$ cat src/rtl/fd_mon_pkg.sv
// Constants and carrier types for the fast-detect and monitor-sync block
package fd_mon_pkg;
	localparam int ADDR_W = 12;
	localparam int DATA_W = 8;
	localparam int THR_W = 13;
	localparam int DWELL_W = 16;
	localparam int PERIOD_W = 24;
	localparam int THR_HI_W = 5;

	localparam logic [11:0] ADDR_FD_CTRL = 12'h245;
	localparam logic [11:0] ADDR_UP_LO = 12'h247;
	localparam logic [11:0] ADDR_UP_HI = 12'h248;
	localparam logic [11:0] ADDR_LO_LO = 12'h249;
	localparam logic [11:0] ADDR_LO_HI = 12'h24A;
	localparam logic [11:0] ADDR_DWELL_LO = 12'h24B;
	localparam logic [11:0] ADDR_DWELL_HI = 12'h24C;
	localparam logic [11:0] ADDR_SYNC_CTRL = 12'h26F;
	localparam logic [11:0] ADDR_MON_CTRL = 12'h270;
	localparam logic [11:0] ADDR_PERIOD0 = 12'h271;
	localparam logic [11:0] ADDR_PERIOD1 = 12'h272;
	localparam logic [11:0] ADDR_PERIOD2 = 12'h273;

	// Field positions
	localparam int FD_EN_BIT = 0;
	localparam int FD_FVAL_BIT = 2;
	localparam int FD_FORCE_BIT = 3;
	localparam int SYNC_EN_BIT = 0;
	localparam int SYNC_NEXT_BIT = 1;
	localparam int PEAK_EN_BIT = 1;

	// Reset values
	localparam logic [7:0] RST_ZERO = 8'h00;
	localparam logic [23:0] RST_PERIOD = 24'h000080;

	typedef struct packed {
		logic wr;
		logic rd;
		logic [ADDR_W-1:0] addr;
		logic [DATA_W-1:0] wdata;
	} reg_req_t;
endpackage

$ cat src/rtl/fd_mon_ctl.sv
// Fast-detect threshold flag and signal-monitor period and sync control
// Notes on behaviour
// - Flag pin driven only when enable set
// - Upper threshold low byte at 0x247
// - Upper threshold top five bits at 0x248
// - Lower threshold bytes at 0x249, 0x24A
// - Dwell count below lower before flag clears
// - Sync enable bit gates reference alignment
// - One-shot mode: first edge, then self-clear
// - Continuous mode resyncs on every edge
// - Force bit drives programmed pin value
// - Monitor period counter, 24-bit, even values; odd values are taken as written, not rounded
`timescale 1ns/1ps
module fd_mon_ctl
(
	input wire logic clk_i,
	input wire logic rst_i,
	input wire fd_mon_pkg::reg_req_t reg_req_i,
	input wire logic [12:0] magnitude_i,
	input wire logic sysref_i,
	output logic [7:0] reg_rdata_o,
	output logic threshold_flag_out_o,
	output logic monitor_sync_o,
	output logic monitor_period_end_o
);
	logic [7:0] fd_ctrl_reg;
	logic [12:0] upper_reg;
	logic [12:0] lower_reg;
	logic [15:0] dwell_reg;
	logic [1:0] sync_ctrl_reg;
	logic peak_en_reg;
	logic [23:0] period_reg;
	logic flag_reg;
	logic flag_next;
	logic [15:0] dwell_cnt_reg;
	logic [15:0] dwell_cnt_next;
	logic [23:0] mon_cnt_reg;
	logic [23:0] mon_cnt_next;
	logic sref_s1_reg;
	logic sref_s2_reg;
	logic sref_s3_reg;
	logic sref_lvl_reg;

	// Write decode
	wire wr_fd = reg_req_i.wr && reg_req_i.addr == fd_mon_pkg::ADDR_FD_CTRL;
	wire wr_up_lo = reg_req_i.wr && reg_req_i.addr == fd_mon_pkg::ADDR_UP_LO;
	wire wr_up_hi = reg_req_i.wr && reg_req_i.addr == fd_mon_pkg::ADDR_UP_HI;
	wire wr_lo_lo = reg_req_i.wr && reg_req_i.addr == fd_mon_pkg::ADDR_LO_LO;
	wire wr_lo_hi = reg_req_i.wr && reg_req_i.addr == fd_mon_pkg::ADDR_LO_HI;
	wire wr_dw_lo = reg_req_i.wr && reg_req_i.addr == fd_mon_pkg::ADDR_DWELL_LO;
	wire wr_dw_hi = reg_req_i.wr && reg_req_i.addr == fd_mon_pkg::ADDR_DWELL_HI;
	wire wr_sync = reg_req_i.wr && reg_req_i.addr == fd_mon_pkg::ADDR_SYNC_CTRL;
	wire wr_mon = reg_req_i.wr && reg_req_i.addr == fd_mon_pkg::ADDR_MON_CTRL;
	wire wr_p0 = reg_req_i.wr && reg_req_i.addr == fd_mon_pkg::ADDR_PERIOD0;
	wire wr_p1 = reg_req_i.wr && reg_req_i.addr == fd_mon_pkg::ADDR_PERIOD1;
	wire wr_p2 = reg_req_i.wr && reg_req_i.addr == fd_mon_pkg::ADDR_PERIOD2;
	wire [7:0] wd = reg_req_i.wdata;

	wire fd_en = fd_ctrl_reg[fd_mon_pkg::FD_EN_BIT];
	wire fd_force = fd_ctrl_reg[fd_mon_pkg::FD_FORCE_BIT];
	wire fd_fval = fd_ctrl_reg[fd_mon_pkg::FD_FVAL_BIT];
	wire sync_en = sync_ctrl_reg[fd_mon_pkg::SYNC_EN_BIT];
	wire sync_next = sync_ctrl_reg[fd_mon_pkg::SYNC_NEXT_BIT];

	// Read mux, reserved bits zero
	wire [7:0] rd_mux =
		reg_req_i.addr == fd_mon_pkg::ADDR_FD_CTRL ? fd_ctrl_reg :
		reg_req_i.addr == fd_mon_pkg::ADDR_UP_LO ? upper_reg[7:0] :
		reg_req_i.addr == fd_mon_pkg::ADDR_UP_HI ? {3'h0, upper_reg[12:8]} :
		reg_req_i.addr == fd_mon_pkg::ADDR_LO_LO ? lower_reg[7:0] :
		reg_req_i.addr == fd_mon_pkg::ADDR_LO_HI ? {3'h0, lower_reg[12:8]} :
		reg_req_i.addr == fd_mon_pkg::ADDR_DWELL_LO ? dwell_reg[7:0] :
		reg_req_i.addr == fd_mon_pkg::ADDR_DWELL_HI ? dwell_reg[15:8] :
		reg_req_i.addr == fd_mon_pkg::ADDR_SYNC_CTRL ? {6'h00, sync_ctrl_reg} :
		reg_req_i.addr == fd_mon_pkg::ADDR_MON_CTRL ? {6'h00, peak_en_reg, 1'h0} :
		reg_req_i.addr == fd_mon_pkg::ADDR_PERIOD0 ? period_reg[7:0] :
		reg_req_i.addr == fd_mon_pkg::ADDR_PERIOD1 ? period_reg[15:8] :
		reg_req_i.addr == fd_mon_pkg::ADDR_PERIOD2 ? period_reg[23:16] :
		fd_mon_pkg::RST_ZERO;

	// Comparator and dwell
	wire above_upper = magnitude_i > upper_reg;
	wire below_lower = magnitude_i < lower_reg;
	assign flag_next = above_upper ? 1'b1 :
		(below_lower && dwell_cnt_reg == 16'h0000) ? 1'b0 : flag_reg;
	assign dwell_cnt_next = !below_lower ? dwell_reg :
		dwell_cnt_reg == 16'h0000 ? dwell_cnt_reg : dwell_cnt_reg - 16'h0001;
	wire pin_next = fd_en && (fd_force ? fd_fval : flag_reg);

	// Reference edge: a change counts once stages two and three agree
	wire sref_agree = sref_s2_reg == sref_s3_reg;
	wire sref_edge = sref_agree && sref_s3_reg && !sref_lvl_reg;
	wire sync_fire = sync_en && sref_edge;
	// Even periods only; odd values are not rounded, the count still wraps after period_reg cycles
	wire period_wrap = mon_cnt_reg >= period_reg - 24'h000001;
	assign mon_cnt_next = (sync_fire || period_wrap) ? 24'h000000 :
		mon_cnt_reg + 24'h000001;

	always_ff @(posedge clk_i)
	begin
		if (rst_i)
		begin
			fd_ctrl_reg <= fd_mon_pkg::RST_ZERO;
			upper_reg <= 13'h0000;
			lower_reg <= 13'h0000;
			dwell_reg <= 16'h0000;
			peak_en_reg <= 1'b0;
			period_reg <= fd_mon_pkg::RST_PERIOD;
		end
		else
		begin
			if (wr_fd)
				fd_ctrl_reg <= {4'h0, wd[3:2], 1'b0, wd[0]};
			if (wr_up_lo)
				upper_reg[7:0] <= wd;
			if (wr_up_hi)
				upper_reg[12:8] <= wd[4:0];
			if (wr_lo_lo)
				lower_reg[7:0] <= wd;
			if (wr_lo_hi)
				lower_reg[12:8] <= wd[4:0];
			if (wr_dw_lo)
				dwell_reg[7:0] <= wd;
			if (wr_dw_hi)
				dwell_reg[15:8] <= wd;
			if (wr_mon)
				peak_en_reg <= wd[fd_mon_pkg::PEAK_EN_BIT];
			if (wr_p0)
				period_reg[7:0] <= wd;
			if (wr_p1)
				period_reg[15:8] <= wd;
			if (wr_p2)
				period_reg[23:16] <= wd;
		end
	end

	// Software write wins over the one-shot self-clear, so a re-arm is never lost
	always_ff @(posedge clk_i)
	begin
		if (rst_i)
			sync_ctrl_reg <= 2'h0;
		else if (wr_sync)
			sync_ctrl_reg <= wd[1:0];
		else if (sync_fire && sync_next)
			sync_ctrl_reg[fd_mon_pkg::SYNC_EN_BIT] <= 1'b0;
	end

	always_ff @(posedge clk_i)
	begin
		if (rst_i)
		begin
			flag_reg <= 1'b0;
			dwell_cnt_reg <= 16'h0000;
			mon_cnt_reg <= 24'h000000;
			sref_s1_reg <= 1'b0;
			sref_s2_reg <= 1'b0;
			sref_s3_reg <= 1'b0;
			sref_lvl_reg <= 1'b0;
			threshold_flag_out_o <= 1'b0;
			monitor_sync_o <= 1'b0;
			monitor_period_end_o <= 1'b0;
			reg_rdata_o <= fd_mon_pkg::RST_ZERO;
		end
		else
		begin
			flag_reg <= flag_next;
			dwell_cnt_reg <= dwell_cnt_next;
			mon_cnt_reg <= mon_cnt_next;
			sref_s1_reg <= sysref_i;
			sref_s2_reg <= sref_s1_reg;
			sref_s3_reg <= sref_s2_reg;
			if (sref_agree)
				sref_lvl_reg <= sref_s3_reg;
			threshold_flag_out_o <= pin_next;
			monitor_sync_o <= sync_fire;
			monitor_period_end_o <= period_wrap && !sync_fire;
			if (reg_req_i.rd)
				reg_rdata_o <= rd_mux;
		end
	end
endmodule // fd_mon_ctl

$ cat config.mk
export PLATFORM = sky130hd
export DESIGN_NAME = fd_mon_ctl
export DESIGN_NICKNAME = d
export VERILOG_FILES = /design/src/rtl/fd_mon_pkg.sv /design/src/rtl/fd_mon_ctl.sv
export SDC_FILE = /design/constraint.sdc
export NUM_CORES = 1
export LEC_CHECK = 0
export ABC_AREA = 0
export BUFFER_PORTS_ARGS = -buffer_cell sky130_fd_sc_hd__buf_2
export CAP_MARGIN = 10
export CORE_ASPECT_RATIO = 1.25
export CORE_MARGIN = 2
export CORE_UTILIZATION = 61
export DETAILED_ROUTE_END_ITERATION = 8
export PLACE_DENSITY = 0.77
export SYNTH_ARGS = -nofsm -noshare
export SYNTH_HDL_FRONTEND = slang
export SYNTH_SLANG_ARGS = --single-unit
$ cat constraint.sdc
create_clock -name clk_i -period 6.21 [get_ports clk_i]
set_input_delay 0.621 -clock clk_i [delete_from_list [all_inputs] [get_ports clk_i]]
set_output_delay 0.621 -clock clk_i [all_outputs]
set_load 0.02 [all_outputs]
==> summary.txt <==
Power and ir drop
  • Total Power: 2240 uW
  • Clock share of power: 52.3%
  • Combinational power share: 9.6%
  • Net Sw Frac: about 24%
  • Worst vdd ir: 0.229 mV
  • Switching Power: 544 uW
  • P_int: 1690 uW
  • Power share of the sequential group: a little under two fifths
  • PD cells: about 260 nW/um^2
  • Leakage power total: approximately 0.0033 uW

Placed design
  • Dpl cell area: 7920 sq um
  • Buffers on Ports: between 40 and 50
  • Placed wire-length estimate: roughly 16 mm
  • Gpl congestion: 0.976

Worst setup path
  • Req. time, crit path: 6580 ps
  • Setup crit start kind: register
  • Critical Path Sink Type: register
  • Setup Crit Path Kind: reg2reg
  • Arrival @ worst endpoint: 4120 ps
  • Critical Path Fanout Max: 22

Drt
  • Routed wire length: approximately 22 mm
  • DR WL/cell: 18.8 microns
  • Routed vias/inst: 6.19
  • Remaining antenna violation count: 0
  • DRC Markers: 0
  • Vias: 7,247
  • Total iterations of the first detailed-routing run: 7
  • Initial DRC Count: 598

CTS
  • CTS tree: yes
  • Cts hold-fix bufs: 0
  • Clock sink count: 128
  • Clock latency on the worst-skew pair: approximately 430 ps
  • Postcts setup bufs: 0
  • Root buf cell: clkbuf_16
  • CTS Buf Count: 17
  • Clock buffer depth: 2
  • Worst-path clk slew: 60 ps
  • Post-CTS Resized: 0
  • H-tree lvl count: 4

Floorplan
  • Die width: just over 100 microns
  • Initial Utilization: 62.6%
  • Die Y: 129 microns
  • Core area: 12,200 sq um
  • Rows: 45
  • Ports: between 40 and 50
  • Die ar.: 13,400 sq um

Logic synthesis
  • Most common cell in the synthesized netlist: nand2_1
  • Count of different cell masters after synthesis: slightly below 70
  • Post-synthesis compound-gate area fraction: between 10% and 20%
  • Seq/Total Area, Yosys: 33.7%
  • Synthesis-stage register bit count: roughly 130
  • Adder-Cell Fraction of Synth Area: 8.72%
  • Number of flops mapped to enable cells by yosys: 0
  • Largest family of logic cells by synthesized area: simple AND/OR/NAND/NOR gates
  • Largest area contributor in the netlist: dfxtp_1
  • Synth area leaders: dfxtp_1 34%, ha_1 8.7%, nand2_1 7.0%, a21oi_1 5.9%, nor2_1 4.7%
  • Simple-gate share of the synthesized area: 26.8%
  • Yosys top cell area share: 33.7%
  • Average size of a mapped cell: ~7.9 sq um
  • Ys flop type: dfxtp_1
  • Mux contribution to synthesized area: 4.19%
  • Mapped Area: 7610 sq um
  • Gate Count Post-Synth: 967
  • Xor-xnor portion of the synthesized cell area: 5.99%
  • Synth top cells by count: 142 x nand2_1, 128 x dfxtp_1, 96 x nor2_1
  • Post-synth ARST share: 0%
  • Synth Net Count: approximately 1,100
  • Yosys warns: 0

Timing
  • Worst slew margin: between 40 and 50%
  • Fmax: roughly 270 MHz
  • Setup Skew: 6.61 ps
  • Minimum clock period: 3750 ps
  • Max-slew violations: 0
  • Fin. Hold Viols: 0
  • Period utilization: 60.3%
  • Setup Viol. Count Final: 0
  • Actual slew at the worst max-slew pin: 890 ps
  • Total Neg Setup Slack: 0 ps
  • RSZ-0062 raised after global routing: false

Run status
  • Status: complete, no violations

Global routing
  • Initial antenna violation count: 0
  • First-pass GRT wire length: 34.8 mm
  • GRT Resource Usage Total: 33.3%
  • Vias in the first global route: 6,711
  • Largest net degree at the start of global routing: 58
  • Gr ovfl total: 0

Layout
  • Ant. Diodes: 0
  • Post-Layout Inst Area: about 8600 sq um
  • Layout cells sized above 1: a little over a tenth
  • Layout area overhead: 13.0%
  • Final Net Count: 1,084

Hold path
  • Worst min-delay path category: in2reg

Job
  • Max-cap violations: 0
-- final timing paths --
| path | from | end | slack [ps] | depth (start not counted) |
|---|---|---|---|---|
| worst max-delay path | period_reg[5]$_SDFFE_PP0P_ | monitor_period_end_o$_SDFF_PP0_ | 2460 | 12 |
| worst min-delay path | sysref_i | sref_s1_reg$_SDFF_PP0_ | 400 | 2 |
| worst max register to register | period_reg[5]$_SDFFE_PP0P_ | monitor_period_end_o$_SDFF_PP0_ | 2460 | 12 |
| worst min register to register | sref_s1_reg$_SDFF_PP0_ | sref_s2_reg$_SDFF_PP0_ | 440 | 1 |
-- critical path, stage by stage (launching register included) --
cell and delay, ps:
dfxtp_1 350, nor4_2 310, nand2_1 100, or4_1 550
or4_4 550, xor2_1 170, ha_1 320, nand4_1 110
nor4_1 290, o31ai_1 120, a32oi_1 340, buf_4 320
and2_1 160
-- metrics by stage --
step / utilization [%] / std cells / setup WS [ps] / hold slack [ps]
floorplan: - / 967 / 2690 / 414
global placement: 65.1 / 1138 / 2570 / 430
detailed placement: 65.1 / 1138 / 2500 / 439
CTS: 70.7 / 1170 / 2430 / 390
global route: 70.7 / 1170 / 2250 / 398
finish: 70.7 / 1170 / 2460 / 397
-- cells in the final DEF, fill, tap and decap left out, types with 4 or more instances in the layout --
cell | Yosys | final
a211oi_1 | 6 | 6
a21o_1 | 5 | 5
a21oi_1 | 89 | 89
a22oi_1 | 6 | 6
a311oi_1 | 5 | 5
a31oi_1 | 4 | 4
and3_1 | 11 | 11
and4_1 | 4 | 4
buf_2 | 7 | 48
buf_4 | 0 | 7
bufinv_16 | 0 | 6
clkbuf_16 | 0 | 17
dfxtp_1 | 128 | 128
ha_1 | 53 | 53
inv_1 | 33 | 33
inv_6 | 0 | 4
mux2_2 | 5 | 5
mux2i_1 | 24 | 24
nand2_1 | 142 | 142
nand2b_1 | 9 | 9
nand3_1 | 48 | 48
nand3b_1 | 4 | 4
nand4_1 | 17 | 17
nor2_1 | 96 | 96
nor2b_1 | 10 | 10
nor3_1 | 31 | 31
nor4_1 | 7 | 7
o21a_1 | 4 | 4
o21ai_0 | 46 | 46
or4_1 | 10 | 10
xnor2_1 | 28 | 28
xor2_1 | 24 | 24
-- power groups by stage --
stage / registers, uW / logic, uW / clock network (uW)
CTS: 851 / 211 / 1170
detailed placement: 869 / 206 / 0
floorplan: 866 / 145 / 0
global placement: 869 / 205 / 0
finish: 852 / 214 / 1170
global route: 853 / 237 / 1200
-- per-layer routing --
metal | up-vias | wire, microns | part of all wire [%] | global-route usage, %
met2 | 294 | 11200 | 51 | 59.9
met5 | - | 0 | 0 | 0
li1 | 3516 | - | - | -
met4 | 0 | 1010 | 4.6 | 17.3
met3 | 72 | 1240 | 5.6 | 6.28
met1 | 3365 | 8490 | 39 | 37.8
-- cell families after synthesis --
family,after synthesis
flops,128
buf+inv,82
compound gates,206
simple gates,416
xor+xnor,52
mux,30
fa+ha+maj,53
-- final cells by class --
| cell class | count | area, sq um |
|---|---|---|
| Multi-Input combinational cell | 757 | 4730 |
| Clock inverter | 11 | 223 |
| Fill cell | 1033 | 3560 |
| Timing Repair Buffer | 55 | 293 |
| Tap cell | 164 | 205 |
| Sequential cell | 128 | 2560 |
| Clock buffer | 21 | 460 |
| Inverter | 34 | 128 |
(Power assumes the default switching activity.)
